**config.mk**
```make
export PLATFORM = sky130hd
export DESIGN_NAME = mppc_port_ctrl
export DESIGN_NICKNAME = d
export VERILOG_FILES = /design/src/core/mppc_pkg.sv /design/src/core/mppc_pin_bank.sv /design/src/core/mppc_rst_ctrl.sv /design/src/core/mppc_port_ctrl.sv
export VERILOG_INCLUDE_DIRS = /design/src /design/src/core
export SDC_FILE = /design/constraint.sdc
export NUM_CORES = 1
export LEC_CHECK = 0
export BUFFER_PORTS_ARGS = -buffer_cell sky130_fd_sc_hd__buf_2
export CAP_MARGIN = 30
export CORE_UTILIZATION = 45
export CTS_CLUSTER_SIZE = 16
export DETAILED_ROUTE_END_ITERATION = 7
export PLACE_DENSITY = 0.8
export RECOVER_POWER = 25
export SYNTH_ARGS = -nofsm -noshare
export SYNTH_HDL_FRONTEND = slang
export SYNTH_SLANG_ARGS = --single-unit
```
**constraint.sdc**
```tcl
create_clock -name sys_clk -period 2.6 [get_ports sys_clk]
set_input_delay 0.52 -clock sys_clk [delete_from_list [all_inputs] [get_ports sys_clk]]
set_output_delay 0.52 -clock sys_clk [all_outputs]
set_load 0.005 [all_outputs]
```
**src/core/mppc_regs.svh**
```systemverilog
// Register offsets, field positions and reset values of the port pin controller.
// Assumes word-indexed plain register port with 8-bit data.
`ifndef MPPC_REGS_SVH
`define MPPC_REGS_SVH

`define MPPC_A_P1_OUT    6'h00
`define MPPC_A_P1_DIR    6'h01
`define MPPC_A_P1_PLU    6'h02
`define MPPC_A_P1_ODC    6'h03
`define MPPC_A_P1_OMD    6'h04
`define MPPC_A_P1_IN     6'h05
`define MPPC_A_P3_OUT    6'h08
`define MPPC_A_P3_DIR    6'h09
`define MPPC_A_P3_PLU    6'h0A
`define MPPC_A_P3_ODC    6'h0B
`define MPPC_A_P3_IN     6'h0D
`define MPPC_A_P5_OUT    6'h10
`define MPPC_A_P5_DIR    6'h11
`define MPPC_A_P5_PLU    6'h12
`define MPPC_A_P5_OMD    6'h14
`define MPPC_A_P5_IN     6'h15
`define MPPC_A_P7_OUT    6'h18
`define MPPC_A_P7_DIR    6'h19
`define MPPC_A_P7_PLU    6'h1A
`define MPPC_A_P7_ODC    6'h1B
`define MPPC_A_P7_OMD    6'h1C
`define MPPC_A_P7_IN     6'h1D
`define MPPC_A_P9_OUT    6'h20
`define MPPC_A_P9_DIR    6'h21
`define MPPC_A_P9_PLU    6'h22
`define MPPC_A_P9_IN     6'h25
`define MPPC_A_PA_OUT    6'h28
`define MPPC_A_PA_DIR    6'h29
`define MPPC_A_PA_PLU    6'h2A
`define MPPC_A_PA_ODC    6'h2B
`define MPPC_A_PA_IN     6'h2D
`define MPPC_A_PULL_POLARITY_SELECT     6'h30
`define MPPC_A_LOW_OSC_PIN_SELECT      6'h31
`define MPPC_A_RST_BIT   6'h32
`define MPPC_A_STATUS    6'h33

`define MPPC_PULL_POLARITY_SELECT_P1    0
`define MPPC_PULL_POLARITY_SELECT_P7    1
`define MPPC_RST_BIT     7
`define MPPC_ST_RSTPEND  0
`define MPPC_ST_CLKOK    1

`define MPPC_RV_ZERO     8'h00
`define MPPC_RV_P1_PLU   8'h03
`define MPPC_RV_P9_PLU   8'h01
`define MPPC_RV_OUT      8'hFF
`define MPPC_RV_RST      8'h80

// Width of the 7-bit ports
`define MPPC_W7          7
// Stabilisation wait after reset pin release, in ns and in cycles at 10 ns
`define MPPC_STAB_NS     1000
`define MPPC_CLK_NS      10
`define MPPC_STAB_CYC    ((`MPPC_STAB_NS + `MPPC_CLK_NS - 1) / `MPPC_CLK_NS)
// Cycles a software reset drives the reset pin low
`define MPPC_SWRST_CYC   16

`endif

```
**src/core/mppc_pkg.sv**
```systemverilog
// Types shared by the port pin controller.
// Assumes mppc_regs.svh for all numbers.
package mppc_pkg;

   typedef struct packed
   {
      logic [7:0] dir;
      logic [7:0] plu;
      logic [7:0] odc;
      logic [7:0] omd;
      logic [7:0] out;
   } mppc_cfg_type;

   typedef struct packed
   {
      logic [7:0] o;
      logic [7:0] oe;
      logic [7:0] pu;
      logic [7:0] pd;
   } mppc_pad_type;

   typedef enum logic [1:0]
   {
      MPPC_RUN,
      MPPC_SWRST,
      MPPC_WAIT
   } mppc_rst_state_type;

endpackage

```
**src/core/mppc_pin_bank.sv**
```systemverilog
// One 8-bit port bank: pad drive, enables and pulls from its settings.
// Assumes function outputs and serial take-over come from outside.
`timescale 1ns/1ps
module mppc_pin_bank
   import mppc_pkg::*;
(
   input  wire mppc_cfg_type cfg,
   input  wire logic [7:0]   fn_out,
   input  wire logic [7:0]   ser_own,
   input  wire logic         pull_down,
   output mppc_pad_type      pad
);
   wire logic [7:0] fn_sel;
   wire logic [7:0] drv;
   wire logic [7:0] od;

   // Function drives only when selected and the pin is output
   assign fn_sel = (cfg.omd | ser_own) & cfg.dir;
   // Latch kept; function replaces it only on the pad
   assign drv    = (fn_sel & fn_out) | (~fn_sel & cfg.out);
   assign od     = cfg.odc;
   assign pad.o  = drv & ~od;
   // Open-drain drives only the low level
   assign pad.oe = cfg.dir & (~od | ~drv);
   // Whole port is either pull-up or pull-down
   assign pad.pu = pull_down ? 8'h00 : cfg.plu;
   assign pad.pd = pull_down ? cfg.plu : 8'h00;
endmodule

```
**src/core/mppc_rst_ctrl.sv**
```systemverilog
// Reset pin controller: software reset drive and clock stabilisation wait.
// Assumes the reset pin input is already synchronous.
`timescale 1ns/1ps
`include "mppc_regs.svh"
module mppc_rst_ctrl
   import mppc_pkg::*;
(
   input  wire logic sys_clk,
   input  wire logic rstn,
   input  wire logic sw_reset,
   input  wire logic reset_pin_n_i,
   output logic      reset_pin_n_oe,
   output logic      core_reset_n
);
   mppc_rst_state_type st_q;
   mppc_rst_state_type st_d;
   logic [9:0]         cnt_q;
   logic [9:0]         cnt_d;
   wire  logic         cnt_done;

   assign cnt_done = (cnt_q == 10'h000);

   always_comb
   begin
      st_d  = st_q;
      cnt_d = cnt_done ? cnt_q : cnt_q - 10'h001;
      case (st_q)
         MPPC_RUN:
         begin
            if (sw_reset)
            begin
               st_d  = MPPC_SWRST;
               cnt_d = 10'(`MPPC_SWRST_CYC - 1);
            end
            else if (!reset_pin_n_i)
            begin
               st_d  = MPPC_WAIT;
               cnt_d = 10'(`MPPC_STAB_CYC - 1);
            end
         end
         MPPC_SWRST:
         begin
            if (cnt_done)
            begin
               st_d  = MPPC_WAIT;
               cnt_d = 10'(`MPPC_STAB_CYC - 1);
            end
         end
         MPPC_WAIT:
         begin
            // Pin held low restarts the wait
            if (!reset_pin_n_i)
               cnt_d = 10'(`MPPC_STAB_CYC - 1);
            else if (cnt_done)
               st_d = MPPC_RUN;
         end
         default:
            st_d = MPPC_RUN;
      endcase
   end

   always_ff @(posedge sys_clk)
   begin
      if (!rstn)
      begin
         st_q  <= MPPC_WAIT;
         cnt_q <= 10'(`MPPC_STAB_CYC - 1);
      end
      else
      begin
         st_q  <= st_d;
         cnt_q <= cnt_d;
      end
   end

   // N-channel open drain: only ever pulls the pin low
   assign reset_pin_n_oe = (st_q == MPPC_SWRST);
   assign core_reset_n   = (st_q == MPPC_RUN);
endmodule

```
**src/core/mppc_port_ctrl.sv**
```systemverilog
// Port pin controller top: register file on a plain strobe port and pad control.
// Assumes pads resolve o/oe/pull signals externally and inputs are synchronous.
`timescale 1ns/1ps
`include "mppc_regs.svh"
module mppc_port_ctrl
   import mppc_pkg::*;
(
   input  wire logic         sys_clk,
   input  wire logic         rstn,
   input  wire logic [5:0]   reg_addr,
   input  wire logic [7:0]   reg_wdata,
   input  wire logic         reg_wr,
   input  wire logic         reg_rd,
   output logic      [7:0]   reg_rdata,
   input  wire logic [7:0]   fn_out_p1,
   input  wire logic [7:0]   fn_out_p3,
   input  wire logic [7:0]   fn_out_p5,
   input  wire logic [7:0]   fn_out_p7,
   input  wire logic [7:0]   fn_out_pa,
   input  wire logic [7:0]   ser_own_p1,
   input  wire logic [7:0]   ser_own_p3,
   input  wire logic [7:0]   ser_own_p7,
   input  wire logic [7:0]   ser_own_pa,
   input  wire logic [7:0]   pin_in_p1,
   input  wire logic [7:0]   pin_in_p3,
   input  wire logic [7:0]   pin_in_p5,
   input  wire logic [7:0]   pin_in_p7,
   input  wire logic [7:0]   pin_in_p9,
   input  wire logic [7:0]   pin_in_pa,
   output mppc_pad_type      pad_p1,
   output mppc_pad_type      pad_p3,
   output mppc_pad_type      pad_p5,
   output mppc_pad_type      pad_p7,
   output mppc_pad_type      pad_p9,
   output mppc_pad_type      pad_pa,
   output logic              low_osc_pin_select,
   input  wire logic         reset_pin_n_i,
   output logic              reset_pin_n_o,
   output logic              reset_pin_n_oe,
   input  wire logic         memory_mode_pin,
   output logic              core_reset_n
);
   // ------------------------------------------------------------
   // Registers
   // ------------------------------------------------------------
   mppc_cfg_type p1_q, p3_q, p5_q, p7_q, p9_q, pa_q;
   logic [1:0]   pull_polarity_select_q;
   logic         low_osc_pin_select_q;
   logic [7:0]   rdata_q;
   logic [7:0]   rdata_d;

   // ------------------------------------------------------------
   // Write decode
   // ------------------------------------------------------------
   wire logic    sw_reset;
   wire logic    rst_pending;

   // Writing 0 to the reset bit starts a software reset
   assign sw_reset = reg_wr & (reg_addr == `MPPC_A_RST_BIT) & ~reg_wdata[`MPPC_RST_BIT];

   always_ff @(posedge sys_clk)
   begin
      if (!rstn)
      begin
         p1_q <= '{dir: `MPPC_RV_ZERO, plu: `MPPC_RV_P1_PLU, odc: `MPPC_RV_ZERO,
                   omd: `MPPC_RV_ZERO, out: `MPPC_RV_OUT};
         p3_q <= '{dir: `MPPC_RV_ZERO, plu: `MPPC_RV_ZERO, odc: `MPPC_RV_ZERO,
                   omd: `MPPC_RV_ZERO, out: `MPPC_RV_OUT};
         p5_q <= '{dir: `MPPC_RV_ZERO, plu: `MPPC_RV_ZERO, odc: `MPPC_RV_ZERO,
                   omd: `MPPC_RV_ZERO, out: `MPPC_RV_OUT};
         p7_q <= '{dir: `MPPC_RV_ZERO, plu: `MPPC_RV_ZERO, odc: `MPPC_RV_ZERO,
                   omd: `MPPC_RV_ZERO, out: `MPPC_RV_OUT};
         p9_q <= '{dir: `MPPC_RV_ZERO, plu: `MPPC_RV_P9_PLU, odc: `MPPC_RV_ZERO,
                   omd: `MPPC_RV_ZERO, out: `MPPC_RV_OUT};
         pa_q <= '{dir: `MPPC_RV_ZERO, plu: `MPPC_RV_ZERO, odc: `MPPC_RV_ZERO,
                   omd: `MPPC_RV_ZERO, out: `MPPC_RV_OUT};
         pull_polarity_select_q <= 2'h0;
         low_osc_pin_select_q                 <= 1'b0;
      end
      else if (reg_wr)
      begin
         case (reg_addr)
            `MPPC_A_P1_OUT: p1_q.out <= reg_wdata;
            `MPPC_A_P1_DIR: p1_q.dir <= reg_wdata;
            `MPPC_A_P1_PLU: p1_q.plu <= reg_wdata;
            `MPPC_A_P1_ODC: p1_q.odc <= reg_wdata;
            `MPPC_A_P1_OMD: p1_q.omd <= reg_wdata;
            `MPPC_A_P3_OUT: p3_q.out <= reg_wdata;
            `MPPC_A_P3_DIR: p3_q.dir <= reg_wdata;
            `MPPC_A_P3_PLU: p3_q.plu <= reg_wdata;
            `MPPC_A_P3_ODC: p3_q.odc <= reg_wdata;
            `MPPC_A_P5_OUT: p5_q.out <= {1'b0, reg_wdata[`MPPC_W7-1:0]};
            `MPPC_A_P5_DIR: p5_q.dir <= {1'b0, reg_wdata[`MPPC_W7-1:0]};
            `MPPC_A_P5_PLU: p5_q.plu <= {1'b0, reg_wdata[`MPPC_W7-1:0]};
            `MPPC_A_P5_OMD: p5_q.omd <= {1'b0, reg_wdata[`MPPC_W7-1:0]};
            `MPPC_A_P7_OUT: p7_q.out <= reg_wdata;
            `MPPC_A_P7_DIR: p7_q.dir <= reg_wdata;
            `MPPC_A_P7_PLU: p7_q.plu <= reg_wdata;
            `MPPC_A_P7_ODC: p7_q.odc <= reg_wdata;
            `MPPC_A_P7_OMD: p7_q.omd <= reg_wdata;
            `MPPC_A_P9_OUT: p9_q.out <= {7'h00, reg_wdata[0]};
            `MPPC_A_P9_DIR: p9_q.dir <= {7'h00, reg_wdata[0]};
            `MPPC_A_P9_PLU: p9_q.plu <= {7'h00, reg_wdata[0]};
            `MPPC_A_PA_OUT: pa_q.out <= {1'b0, reg_wdata[`MPPC_W7-1:0]};
            `MPPC_A_PA_DIR: pa_q.dir <= {1'b0, reg_wdata[`MPPC_W7-1:0]};
            `MPPC_A_PA_PLU: pa_q.plu <= {1'b0, reg_wdata[`MPPC_W7-1:0]};
            `MPPC_A_PA_ODC: pa_q.odc <= {1'b0, reg_wdata[`MPPC_W7-1:0]};
            `MPPC_A_PULL_POLARITY_SELECT:  pull_polarity_select_q <= reg_wdata[1:0];
            `MPPC_A_LOW_OSC_PIN_SELECT:   low_osc_pin_select_q <= reg_wdata[0];
            default:        ;
         endcase
      end
   end

   // ------------------------------------------------------------
   // Read path
   // ------------------------------------------------------------
   always_comb
   begin
      case (reg_addr)
         `MPPC_A_P1_OUT: rdata_d = p1_q.out;
         `MPPC_A_P1_DIR: rdata_d = p1_q.dir;
         `MPPC_A_P1_PLU: rdata_d = p1_q.plu;
         `MPPC_A_P1_ODC: rdata_d = p1_q.odc;
         `MPPC_A_P1_OMD: rdata_d = p1_q.omd;
         `MPPC_A_P1_IN:  rdata_d = pin_in_p1;
         `MPPC_A_P3_OUT: rdata_d = p3_q.out;
         `MPPC_A_P3_DIR: rdata_d = p3_q.dir;
         `MPPC_A_P3_PLU: rdata_d = p3_q.plu;
         `MPPC_A_P3_ODC: rdata_d = p3_q.odc;
         `MPPC_A_P3_IN:  rdata_d = pin_in_p3;
         `MPPC_A_P5_OUT: rdata_d = p5_q.out;
         `MPPC_A_P5_DIR: rdata_d = p5_q.dir;
         `MPPC_A_P5_PLU: rdata_d = p5_q.plu;
         `MPPC_A_P5_OMD: rdata_d = p5_q.omd;
         `MPPC_A_P5_IN:  rdata_d = {1'b0, pin_in_p5[`MPPC_W7-1:0]};
         `MPPC_A_P7_OUT: rdata_d = p7_q.out;
         `MPPC_A_P7_DIR: rdata_d = p7_q.dir;
         `MPPC_A_P7_PLU: rdata_d = p7_q.plu;
         `MPPC_A_P7_ODC: rdata_d = p7_q.odc;
         `MPPC_A_P7_OMD: rdata_d = p7_q.omd;
         `MPPC_A_P7_IN:  rdata_d = pin_in_p7;
         `MPPC_A_P9_OUT: rdata_d = p9_q.out;
         `MPPC_A_P9_DIR: rdata_d = p9_q.dir;
         `MPPC_A_P9_PLU: rdata_d = p9_q.plu;
         `MPPC_A_P9_IN:  rdata_d = {7'h00, pin_in_p9[0]};
         `MPPC_A_PA_OUT: rdata_d = pa_q.out;
         `MPPC_A_PA_DIR: rdata_d = pa_q.dir;
         `MPPC_A_PA_PLU: rdata_d = pa_q.plu;
         `MPPC_A_PA_ODC: rdata_d = pa_q.odc;
         `MPPC_A_PA_IN:  rdata_d = {1'b0, pin_in_pa[`MPPC_W7-1:0]};
         `MPPC_A_PULL_POLARITY_SELECT:  rdata_d = {6'h00, pull_polarity_select_q};
         `MPPC_A_LOW_OSC_PIN_SELECT:   rdata_d = {7'h00, low_osc_pin_select_q};
         `MPPC_A_RST_BIT: rdata_d = {reset_pin_n_i, 7'h00};
         `MPPC_A_STATUS: rdata_d = {5'h00, memory_mode_pin, core_reset_n, rst_pending};
         default:        rdata_d = `MPPC_RV_ZERO;
      endcase
   end

   always_ff @(posedge sys_clk)
   begin
      if (!rstn)
         rdata_q <= `MPPC_RV_ZERO;
      else
         rdata_q <= reg_rd ? rdata_d : `MPPC_RV_ZERO;
   end
   assign reg_rdata = rdata_q;

   // ------------------------------------------------------------
   // Pad banks
   // ------------------------------------------------------------
   wire mppc_cfg_type p3_cfg;
   wire mppc_cfg_type p9_cfg;
   wire mppc_pad_type p9_raw;

   // Port three has no output-mode register; serial take-over only
   assign p3_cfg = '{dir: p3_q.dir, plu: p3_q.plu, odc: p3_q.odc, omd: `MPPC_RV_ZERO, out: p3_q.out};
   assign p9_cfg = p9_q;

   mppc_pin_bank u_p1 (.cfg(p1_q), .fn_out(fn_out_p1), .ser_own(ser_own_p1),
      .pull_down(pull_polarity_select_q[`MPPC_PULL_POLARITY_SELECT_P1]), .pad(pad_p1));
   mppc_pin_bank u_p3 (.cfg(p3_cfg), .fn_out(fn_out_p3), .ser_own(ser_own_p3),
      .pull_down(1'b0), .pad(pad_p3));
   mppc_pin_bank u_p5 (.cfg(p5_q), .fn_out(fn_out_p5), .ser_own(8'h00),
      .pull_down(1'b0), .pad(pad_p5));
   mppc_pin_bank u_p7 (.cfg(p7_q), .fn_out(fn_out_p7), .ser_own(ser_own_p7),
      .pull_down(pull_polarity_select_q[`MPPC_PULL_POLARITY_SELECT_P7]), .pad(pad_p7));
   mppc_pin_bank u_p9 (.cfg(p9_cfg), .fn_out(8'h00), .ser_own(8'h00),
      .pull_down(1'b0), .pad(p9_raw));
   mppc_pin_bank u_pa (.cfg(pa_q), .fn_out(fn_out_pa), .ser_own(ser_own_pa),
      .pull_down(1'b0), .pad(pad_pa));

   // Oscillator mode releases the port nine pin entirely
   assign pad_p9 = low_osc_pin_select_q ? '0 : p9_raw;
   assign low_osc_pin_select = low_osc_pin_select_q;

   // ------------------------------------------------------------
   // Reset pin
   // ------------------------------------------------------------
   mppc_rst_ctrl u_rst (
      .sys_clk        (sys_clk),
      .rstn           (rstn),
      .sw_reset       (sw_reset),
      .reset_pin_n_i  (reset_pin_n_i),
      .reset_pin_n_oe (reset_pin_n_oe),
      .core_reset_n   (core_reset_n)
   );
   assign rst_pending   = reset_pin_n_oe;
   assign reset_pin_n_o = 1'b0;
endmodule

```
# Word-level counts from Yosys, hierarchy flattened
# Index checks and enable logic that the tools add are counted.
[totals]
out_inout_bits = 204
elab_cells = 170
memories = 0
reg_bits = 203
ramBits = 0
romBits = 0
in_bits = 140
latchBits = 0
[classes]
div_mod_pow = 0
mux = 17
shifts = 0
n_bitwise = 50
n_reduce_logical = 32
n_lt_le_gt_ge = 0
multipliers = 0
addsub = 1
n_eq_ne = 40
[op_table]
columns = ["operator", "count"]
rows = [
  ["$pmux W8 S35", 1],
  ["$and A8 B8 Y8", 20],
  ["$not A8 Y8", 12],
  ["$or A8 B8 Y8", 11],
  ["$eq A6 B6 Y1 const B", 13],
  ["$eq A6 B5 Y1 const B", 11],
  ["$reduce_and A2 Y1", 28],
  ["$mux W10", 4],
  ["$mux W32", 1],
  ["$mux W8", 4],
  ["$eq A6 B4 Y1 const B", 5],
  ["$pmux W10 S3", 1],
  ["$eq A6 B2 Y1 const B", 2],
  ["$eq A6 B3 Y1 const B", 2],
  ["$logic_not A10 Y1", 1],
  ["$mux W2", 5],
  ["$sub A10 B1 Y10 const B", 1],
  ["$and A7 B8 Y8", 1],
  ["$and A8 B7 Y8", 1],
  ["$not A7 Y8", 1],
  ["$and A7 B7 Y7", 1],
  ["$eq A6 B1 Y1 const B", 1],
  ["$logic_not A6 Y1", 1],
  ["$pmux W2 S3", 1],
  ["other kinds (9)", 11],
]

# Longest topological paths before layout
# Gate-level depths: netlist of run 1.
[logic_depth]
ltp_word = 8
ltp_mapped = 9
mapped_depth_nobuf = 7

# Hierarchy
# A second synthesis of run 1 with hierarchy kept.
[hier_totals]
cells_unflattened = 1573
hier_area_um2 = 12672.2
[modules_own_cells]
columns = ["mod", "cells_per_inst", "seq_area_each_um2", "area_per_inst_um2", "instances"]
rows = [
  ["mppc_port_ctrl", 1056, 3703.6, 9004.9, 1],
  ["mppc_pin_bank", 73, 0.0, 503.0, 6],
  ["mppc_rst_ctrl", 79, 240.2, 649.4, 1],
]

# Worst setup path after synthesis of run 1
# OpenSTA, ideal clock, no wires.
[synth_path]
path_kind = "input to register"
from = "input port reg_addr[2]"
to = "register rdata_q[0], in the netlist reg_rdata[0]"
setup_ps = 127
arrival_ps = 1863
path_buffers = 1
slack_ps = 610
cell_stages = 6
t_required_ps = 2473
path_cell_list = "buf_4 > mux2_2 > a32o_1 > a211o_1 > nor4_1 > a31oi_1"
[synth_via]
elab_chain_cells = 2
word_cells_on_any_way = 36
classes_between = "34 x eq/ne; 1 x mux; 1 x reduce/logical"
[synth_lines]
columns = ["item", "line", "rtl"]
rows = [
  ["from (decl)", "mppc_port_ctrl.sv:10", "input wire logic [5:0] reg_addr,"],
  ["$eq A6 B6 Y1, or another cell as far along", "mppc_port_ctrl.sv:120", "case (reg_addr)"],
  ["$pmux W8 S35 *", "mppc_port_ctrl.sv:120", ""],
  ["to (signal assigned)", "mppc_port_ctrl.sv:163", "rdata_q <= `MPPC_RV_ZERO;"],
  ["to (signal assigned)", "mppc_port_ctrl.sv:165", "rdata_q <= reg_rd ? rdata_d : `MPPC_RV_ZERO;"],
  ["to (decl)", "mppc_port_ctrl.sv:49", "logic [7:0] rdata_q;"],
]
# Mark *: on every way between the ends. The rest lies on a longest branch, timed or not.
# A chain may end at the register's enable or synchronous reset.

# Worst setup path in the final report of run 1
[layout_path]
from = "input port reg_addr[0]"
to = "register rdata_q[7], in the netlist reg_rdata[7]"
# Same word-level chain as after synthesis.

==> summary.txt, run 1 <==
Outcome
  • Status: complete, no violations

Clock network
  • Number of H-tree levels: 4
  • Total CTS buffers: 17
  • Post-CTS Setup Bufs: 0
  • CTS root buf: clkbuf_16
  • Worst skew pair latency: 0.45 ns
  • Clock tree from TritonCTS: done
  • Worst-path clk slew: 0.08 ns
  • PostCTS Resize Cnt: 0
  • Clk buf depth: 2
  • Hold buffer count at CTS: 0
  • Clock Sinks: about 200

Yosys
  • Most common cell in the netlist: nand3_1
  • Dominant synthesized flop cell: dfxtp_1
  • Average cell area after synthesis: between 8 and 9 sq um
  • Register bit total from synthesis: 197
  • Post-synthesis sequential area ratio: 0.337
  • Area leader, netlist: dfxtp_1
  • Warnings, synthesis: 0
  • Yosys top cell area share: 0.337
  • Netlist area before placement: 11700 sq um
  • Number of flops mapped to enable cells by yosys: 0
  • Netlist cell types: 54
  • Largest cells by area after synthesis: dfxtp_1 34%, nand3_1 10%, mux2i_1 8.6%
  • Post-synthesis cell count: 1442
  • Synth cell count leaders: 239 x nand3_1, 197 x dfxtp_1, 185 x nand2_1
  • Share of async-settable or async-resettable flops after synthesis: 0

Cells and area
  • Nets@finish: approximately 1800
  • Post-layout util: 0.534
  • Post-route insts no fill: 1986
  • Area Growth Syn to Fin: 15.7%
  • Layout cells sized above 1: 0.234
  • Ant diodes: 0
  • Design Area, Final: 13500 sq um

Global route
  • GRT Util Overall: 0.335
  • Vias in the first global route: 10900
  • First-pass GRT wire length: approximately 66000 um
  • Initial antenna violation count: 0
  • GRT overflow: 0
  • Largest net degree at the start of global routing: around 180

Critical path
  • Top cell family by delay on the critical path: buffers and inverters
  • CP Capture Type: register
  • CP Data Required Time: 2.95 ns
  • CP Cell Sequence: buf_2 -> nor2b_1 -> clkbuf_2 -> a32o_1 -> a221oi_1 -> buf_4 -> a31oi_1
  • Worst Path Buf+Inv: 3
  • Slowest stage delay, CP: a little over 0.6 ns
  • Critical-path top delay cell: clkbuf_2
  • Largest fanout on the critical path: 25
  • Kind of critical path: input port to register
  • Crit start category: input port
  • CP arrival: 2.74 ns

Floorplanning
  • Die area: 26600 sq um
  • Core area: between 20000 and 30000 sq um
  • Die height: 163 um
  • Initial core utilization: 0.462
  • Die W: 163 um
  • FP Rows: 58
  • Ports: 344

Place
  • Post-DP Area: 13100 sq um
  • Final Wtd Congestion: approximately 1.0
  • Dpl ws: roughly 0.19 ns
  • Cells after DPL: 1954
  • DP HPWL: between 30000 and 40000 um
  • Buffers on Ports: 280

Timing
  • RSZ-0062 raised after global routing: false
  • Final setup viols: 0
  • Final hold vios: 0
  • Slew Limit Headroom: 0.320
  • Skew final: approximately 0.017 ns
  • Setup TNS: 0 ns
  • Min cycle time layout: 2.39 ns
  • Fin crit share: 0.917
  • Worst Tran Pin Value: 1.02 ns
  • Pins Over Slew Limit: 0
  • Post-route setup slack: 0.215 ns
  • Max Freq: 419 MHz

Flow run
  • Max-cap violations: 0

Power
  • Pwr Density: about 470 nW/um^2
  • P_leak: 6.10 nW
  • Worst vdd ir: 0.464 mV

Routing
  • Vias: between 10000 and 15000
  • DRC Markers: 0
  • Routed len/inst: 22.9 um
  • Final WL: 45500 um
  • DRT iter0 DRCs: 1553
  • DRT Pass-1 Iters: 6
  • Vias per inst: 6.09
  • Final ANT Viol Nets: 0

Hold path
  • Hold crit path type: input port to register
==> state kept, by name, summed over array words and instances (netlist names) <==
register                flops
p1_q                       40
p7_q                       40
p3_cfg                     32
p5_q                       29
pa_q                       29
u_rst.cnt_q                10
reg_rdata                   8
p9_cfg                      4
pull_polarity_select_q      2
u_rst.st_q                  2
low_osc_pin_select          1
==> per-layer routing <==
metal  wire length, um  part of all wire  vias to the layer above  global-route usage
met5                 0                 0                        -                   0
met4              1910             0.042                        0               0.163
met3              4520             0.099                      129              0.0678
met2             21000              0.46                      805               0.532
met1             18100              0.40                     5782               0.432
li1                  -                 -                     5376                   -
==> layout by cell type (no fill, tap or decap), types with 8 or more instances in the layout <==
master / netlist / final
nand2_1: 185 / 185
nor4_1: 10 / 10
mux2_2: 41 / 41
a32oi_1: 20 / 20
clkbuf_1: 61 / 27
buf_2: 34 / 252
buf_4: 93 / 36
nor2b_1: 109 / 108
mux2i_1: 100 / 100
a22oi_1: 11 / 11
nand4_1: 35 / 35
o21ai_0: 23 / 23
clkbuf_16: 0 / 17
and2_1: 32 / 32
a21oi_1: 18 / 18
conb_1: 1 / 51
nor2_1: 45 / 44
nand3_1: 239 / 241
dfxtp_1: 197 / 197
a32o_1: 9 / 9
a31oi_1: 10 / 10
inv_6: 0 / 8
and4_1: 11 / 11
and3_1: 8 / 8
a21boi_0: 83 / 83
==> kinds of logic (layout without fill, tap and decap cells) <==
kind of cell | after synthesis | after routing | share of synthesized area
other cells | 1 | 51 | 0.000321
mux | 141 | 141 | 0.125
xor+xnor | 6 | 6 | 0.00449
compound gates | 187 | 187 | 0.116
buf+inv | 200 | 364 | 0.0983
simple gates | 707 | 707 | 0.316
fa+ha+maj | 3 | 3 | 0.00321
flops | 197 | 197 | 0.337
==> layout make-up <==
| cell class | instances | area [sq um] |
|---|---|---|
| Tap cell | 330 | 413 |
| Inverter | 6 | 22.5 |
| Timing Repair Buffer | 326 | 1780 |
| Multi-Input combinational cell | 1095 | 6780 |
| Fill cell | 2418 | 11800 |
| Clock buffer | 18 | 439 |
| Clock inverter | 14 | 158 |
| Sequential cell | 197 | 3940 |
==> through the flow <==
stage	power [mW]	hold WS [ns]
global placement	3.73	0.464
global route	6.53	0.348
floorplan	3.50	0.431
detailed placement	3.73	0.462
finish	6.37	0.343
CTS	6.37	0.330
==> where the power goes <==
| group | leakage [nW] | internal [mW] | switching, mW | total [mW] |
|---|---|---|---|---|
| logic | 4.21 | 0.230 | 0.385 | 0.614 |
| clock network | 0.293 | 1.32 | 1.38 | 2.70 |
| registers | 1.59 | 3.03 | 0.0248 | 3.06 |
| total | 6.10 | 4.58 | 1.79 | 6.37 |
==> final timing paths <==
kind	start	end	slack, ns	cells after the start
setup / recovery	reg_addr[0]	reg_rdata[7]	0.21	7
hold / removal	rstn	u_rst.cnt_q[0]	0.34	2
setup reg to reg	u_rst.cnt_q[3]	u_rst.cnt_q[2]	0.68	6
hold reg to reg	p5_q[7]	p5_q[7]	0.47	2
No activity file was read; power rests on OpenSTA's default activity.
==> inputs of run 2 (changes only) <==
- clock period: 2.6 -> 2.2 ns (I/O delays scaled with it)
==> run 2 against run 1 <==
Against the previous run: the flow now finishes with violations (design-rule violations); non-clock buffer count grew 49; combinational power rose by 24%; sequential power increased by 18%; clock-buffer cell count down 1; sequential share of layout area down 0.88 points; design area up 3.1%; global-route usage increased by 0.73 points; die area is the same; via count increased by 0.85%; largest power group unchanged; highest routed layer is now met5.
==> summary.txt, run 2 (same netlist as run 1, synthesis figures left out) <==
Outcome
  • Status: complete, but fails checks
  • Failing checks: design-rule violations

Clock network
  • Hold buffer count at CTS: 0 (unchanged)
  • Number of H-tree levels: 4 (unchanged)
  • Clock tree from TritonCTS: done
  • CTS root buf: clkbuf_16
  • Clock Sinks: 197 (unchanged)
  • Worst skew pair latency: 0.44 ns (about the same)
  • PostCTS Resize Cnt: 0 (unchanged)
  • Worst-path clk slew: 0.08 ns (about the same)
  • Clk buf depth: 2 (unchanged)
  • Total CTS buffers: 17 (unchanged)
  • Post-CTS Setup Bufs: 0 (unchanged)

Critical path
  • Reg-to-Reg End: reg_rdata[0]
  • Crit start category: register
  • Kind of critical path: register to primary output
  • Critical-path top delay cell: dfxtp_1
  • Largest fanout on the critical path: 4 (-84%)
  • CP arrival: 1.67 ns (-1.07 ns)
  • Slowest stage delay, CP: 0.41 ns (-0.20 ns)
  • Reg2Reg Depth: 5 (-1)
  • CP Cell Sequence: nor2_1 -> mux2_2 -> a21boi_0 -> buf_2
  • CP Capture Type: primary output
  • Reg-to-reg slack, setup: 0.46 ns (-0.22 ns)
  • Crit path from: p1_q[13]
  • RR Startpoint: p9_cfg[32]
  • CP Data Required Time: 1.76 ns (-1.19 ns)

Timing
  • Fin crit share: 0.958
  • Pins Over Slew Limit: 0 (unchanged)
  • Slew Limit Headroom: 0.507 (+0.186)
  • RSZ-0062 raised after global routing: false
  • Setup TNS: 0 ns (unchanged)
  • Skew final: 0.0128 ns (-0.00440 ns)
  • Max Freq: 475 MHz
  • Final setup viols: 0 (unchanged)
  • Worst Tran Pin Value: 0.740 ns (-0.275 ns)
  • Min cycle time layout: 2.11 ns
  • Final hold vios: 0 (unchanged)

Routing
  • DRT iter0 DRCs: 1404 (-9.6%)
  • DRC Markers: 5 (+5)
  • Final WL: 46300 um (+1.8%)
  • Final ANT Viol Nets: 0 (unchanged)
  • Vias per inst: 5.99 (-1.6%)
  • Routed len/inst: 22.8 um (-0.65%)
  • DRT Pass-1 Iters: 8 (+2)
  • Vias: 12195 (+0.85%)

Cells and area
  • Post-layout util: 0.551 (+0.0166)
  • Ant diodes: 0 (unchanged)
  • Most frequent cells in the layout: 254 x buf_2, 240 x nand3_1, 197 x dfxtp_1, 185 x nand2_1, 107 x nor2b_1
  • Design Area, Final: 14000 sq um (+3.1%)
  • Layout cells sized above 1: 0.253 (+0.0185)
  • Area Growth Syn to Fin: 19.3%
  • Nets@finish: 1835 (+2.7%)
  • Commonest non-fill, non-tap cell in the layout: buf_2

Place
  • DP HPWL: 35600 um (+2.7%)
  • Final Wtd Congestion: 0.995 (-1.9%)
  • Post-DP Area: 13500 sq um (+3.5%)
  • Buffers on Ports: 280 (unchanged)

Global route
  • Largest net degree at the start of global routing: 178 (-0.56%)
  • Vias in the first global route: 11027 (+1.2%)
  • Initial antenna violation count: 1 (+1)
  • First-pass GRT wire length: 67700 um (+2.2%)
  • GRT overflow: 0 (unchanged)
  • GRT Util Overall: 0.342 (+0.00726)

Power
  • Worst vdd ir: 0.344 mV (-26%)
  • Clock share of power: 0.430 (+0.006)
  • Internal power: 5.62 mW (+22%)
  • Net Switching: 2.06 mW (+15%)
  • P_leak: 6.34 nW (+4.0%)
  • Switch share: 0.268 (-0.0119)
  • Total power: 7.67 mW (+20%)
  • Flop pwr share: 0.471 (-0.009)
  • Comb pwr share: 0.099 (+0.003)
  • Pwr Density: 550 nW/um^2 (+17%)

Floorplanning
  • Core area: 25300 sq um (unchanged)
  • Die W: 163 um (unchanged)
  • FP Rows: 58 (unchanged)
  • Initial core utilization: 0.462 (unchanged)
  • Die area: 26600 sq um (unchanged)
  • Ports: 344 (unchanged)
  • Die height: 163 um (unchanged)

Flow run
  • Max-cap violations: 0 (unchanged)

Hold path
  • Cells on Worst Hold Path: 2 (unchanged)
  • Min-delay src: rstn
  • Hold crit path type: input port to register
  • Worst Hold Path EP: u_rst.cnt_q[0]
==> run 2: cell count changes in the layout (fill, tap and decap cells not counted), moves of 2 or more <==
cell,change
buf_4,+36
and2_0,+3
clkinv_8,-3
clkbuf_1,+6
and2_1,-3
clkinvlp_4,+2
inv_8,+2
buf_2,+2
inv_6,-4
bufinv_16,+2
buf_12,+5
==> run 2: per-layer routing <==
layer,routed length (um),global-route usage
met1,18700,0.448
met2,21000,0.543
met3,4100,0.0510
met4,2500,0.179
met5,13,0
==> run 2: worst max path at each step <==
stage	endpoint	depth (start not counted)
3_3_place_gp	reg_rdata[7]	8
3_5_place_dp	reg_rdata[7]	8
5_1_grt	pad_p7[16]	4
4_1_cts	pad_p1[21]	4
2_1_floorplan	reg_rdata[0]	6
6_report	pad_p1[21]	4
==> run 2: layout make-up <==
| cell class | instances | area [sq um] |
|---|---|---|
| Inverter | 6 | 22.5 |
| Multi-Input combinational cell | 1095 | 6780 |
| Timing Repair Buffer | 375 | 2180 |
| Tap cell | 330 | 413 |
| Sequential cell | 197 | 3940 |
| Clock inverter | 15 | 185 |
| Fill cell | 2347 | 11400 |
| Clock buffer | 17 | 425 |
==> run 2: power groups by stage <==
stage	clock, mW	sequential [mW]	combinational (mW)
finish	3.30	3.61	0.762
global route	3.45	3.61	0.810
CTS	3.31	3.61	0.758
detailed placement	0	3.69	0.756
global placement	0	3.69	0.746
floorplan	0	3.68	0.454
==> run 2: metrics by stage <==
stage	hold slack, ns	instances	setup slack (ns)
floorplan	0.431	1492	0.290
finish	0.255	2035	0.0929
global route	0.259	2035	0.0228
detailed placement	0.471	2003	-0.0901
global placement	0.468	2003	-0.111
CTS	0.247	2035	0.108
==> run 2: critical path, delay by kind of cell, from the launching register on <==
family          cells  cell delay, ns
flops               1            0.41
mux                 1            0.33
compound gates      1            0.18
simple gates        1            0.15
buf+inv             1            0.15
==> inputs of run 3 (changes only) <==
- CORE_UTILIZATION: 45 -> 40
- CTS_BUF_LIST: default -> sky130_fd_sc_hd__clkbuf_4
- PLACE_DENSITY: 0.8 -> 0.73
==> run 3 against run 2 <==
Against the previous run: the flow now finishes without violations; power down 15%; setup slack worse by 0.048 ns; clock skew up 0.013 ns; first-iteration DRC count down 5.3%; combinational power up 6.2%; die area up 12%; clock power down 36%; largest power group unchanged.
==> summary.txt, run 3 (same netlist as run 1, synthesis figures left out) <==
Outcome
  • Status: complete, no violations

Cells and area
  • Area Growth Syn to Fin: 19.7%
  • Area of the multi-input gates: 6900 sq um (+1.7%)
  • Nets@finish: 1849 (+0.76%)
  • Fill cells: 2839 (+21%)
  • FF+latch area: 3990 sq um (+1.1%)
  • Layout cells sized above 1: 0.290 (+0.0369)
  • Most frequent cells in the layout: 277 x buf_2, 241 x nand3_1, 187 x nand2_1, 179 x dfxtp_1, 107 x nor2b_1
  • Post-layout util: 0.488 (-0.0632)
  • Post-route insts no fill: 2104 (+3.4%)
  • Commonest non-fill, non-tap cell in the layout: buf_2

Floorplanning
  • Die area: 29900 sq um (+12%)
  • Ports: 344 (unchanged)
  • Die height: 173 um (+6.0%)
  • FP Rows: 62 (+6.9%)
  • Core area: 28700 sq um (+13%)
  • Die W: 173 um (+6.0%)
  • Initial core utilization: 0.408 (-0.0543)

Flow run
  • Max-cap violations: 0 (unchanged)

Power
  • Comb pwr share: 0.124 (+0.025)
  • Net Switching: 2.00 mW (-2.9%)
  • Internal power: 4.54 mW (-19%)
  • Pwr Density: 467 nW/um^2 (-15%)
  • P_leak: 6.44 nW (+1.5%)
  • Flop pwr share: 0.552 (+0.081)
  • Switch share: 0.306 (+0.0374)
  • Clock share of power: 0.324 (-0.106)
  • Worst vdd ir: 0.351 mV (+1.8%)

Timing
  • Final setup viols: 0 (unchanged)
  • Worst Tran Pin Value: 0.824 ns (+0.0837 ns)
  • Post-route setup slack: 0.0449 ns (-0.0480 ns)
  • Fin crit share: 0.980 (+0.0218)
  • RSZ-0062 raised after global routing: true
  • Final hold vios: 0 (unchanged)
  • Skew final: 0.0259 ns (+0.0131 ns)
  • Pins Over Slew Limit: 0 (unchanged)
  • Slew Limit Headroom: 0.451 (-0.0558)
  • Max Freq: 464 MHz (-2.2%)
  • Min cycle time layout: 2.16 ns (+0.0480 ns)

Clock network
  • Total CTS buffers: 17 (unchanged)
  • Worst-path clk slew: 0.18 ns (+0.10 ns)
  • Clk buf depth: 2 (unchanged)
  • Clock Sinks: 197 (unchanged)
  • CTS root buf: clkbuf_4
  • Number of H-tree levels: 4 (unchanged)
  • Hold buffer count at CTS: 0 (unchanged)
  • Worst skew pair latency: 0.64 ns (+0.20 ns)
  • Clock tree from TritonCTS: done

Routing
  • Routed len/inst: 22.8 um (about the same)
  • Final ANT Viol Nets: 0 (unchanged)
  • DRC Markers: 0 (-5)
  • DRT iter0 DRCs: 1330 (-5.3%)
  • DRT Pass-1 Iters: 6 (-2)
  • Vias per inst: 5.74 (-4.2%)
  • Final WL: 47900 um (+3.4%)
  • Vias: 12085 (-0.90%)

Critical path
  • Largest fanout on the critical path: 4 (unchanged)
  • CP arrival: 1.72 ns (+0.05 ns)
  • Crit start category: register
  • Kind of critical path: register to primary output
  • CP Capture Type: primary output
  • CP Data Required Time: 1.76 ns (about the same)

Hold path
  • Hold crit path type: input port to register

Place
  • Buffers on Ports: 280 (unchanged)
  • DP HPWL: 37200 um (+4.4%)
  • Cells after DPL: 2057 (+2.7%)
  • Final Wtd Congestion: 1.02 (+2.4%)
  • Dpl ws: -0.205 ns (-0.115 ns)

Global route
  • Initial antenna violation count: 3 (+2)
  • Largest net degree at the start of global routing: 67 (-62%)
  • First-pass GRT wire length: 69800 um (+3.1%)
  • GRT Util Overall: 0.312 (-0.0303)
  • Vias in the first global route: 11071 (+0.40%)
  • GRT overflow: 0 (unchanged)
run 3: cell count changes in the layout (fill, tap and decap cells not counted), sizes merged:
cell    previous run  this run
clkbuf            55        36
bufinv             2         1
diode              0         1
buf              337       370
clkinv             3         4
run 3: power by group through the flow:
stage	clock network, mW	registers (mW)	logic (mW)
after floorplan	0	3.68	0.454
after global placement	0	3.69	0.777
after detailed placement	0	3.69	0.785
after CTS	2.13	3.61	0.791
after global routing	2.26	3.61	0.856
final	2.12	3.61	0.809
run 3: path summary, 6_finish.rpt:
check | from | endpoint | slack, ns | cells past startpoint
max | p7_q[13] | pad_p7[21] | 0.04 | 4
min | rstn | pa_q[3] | 0.13 | 2
max reg2reg | p9_cfg[32] | reg_rdata[0] | 0.46 | 5
min reg2reg | p5_q[12] | p5_q[12] | 0.50 | 2
run 3: critical path, stage by stage (launching register included):
cell	delay, ns
dfxtp_2	0.38
nor2_1	0.12
mux2_2	0.34
a21boi_1	0.13
buf_2	0.12
run 3: final cells by class:
type	instances	share of cell area
repair buffers	389	0.164
diodes	1	0.000179
multi-input cells	1095	0.493
flip-flops and latches	197	0.285
inverters	6	0.00161
well taps	384	0.0343
clock buffers	17	0.00911
clock inverters	15	0.0132
run 3: metal layers:
layer | routed length (um) | vias up | GRT usage
met5 | 13 | - | 0
met4 | 2560 | 2 | 0.157
met2 | 21100 | 732 | 0.488
met1 | 20200 | 5723 | 0.418
li1 | - | 5494 | -
met3 | 4080 | 134 | 0.0466
run 3: per-stage QoR:
step / hold WS (ns) / instance area, sq um / total power, mW / TNS [ns]
2_1_floorplan: 0.431 / 11900 / 4.13 / 0
3_3_place_gp: 0.466 / 13600 / 4.47 / -0.635
3_5_place_dp: 0.473 / 13600 / 4.48 / -0.676
4_1_cts: 0.111 / 14000 / 6.53 / 0
5_1_grt: 0.117 / 14000 / 6.73 / -0.137
6_report: 0.127 / 14000 / 6.54 / 0
run 3: repair_timing:
action | CTS | global route
setup buffers | 11 | 3
pin swaps | 0 | 12
cloned | 0 | 0
endpoints found under the setup margin | 15 | 20
resized for setup | 33 | 50
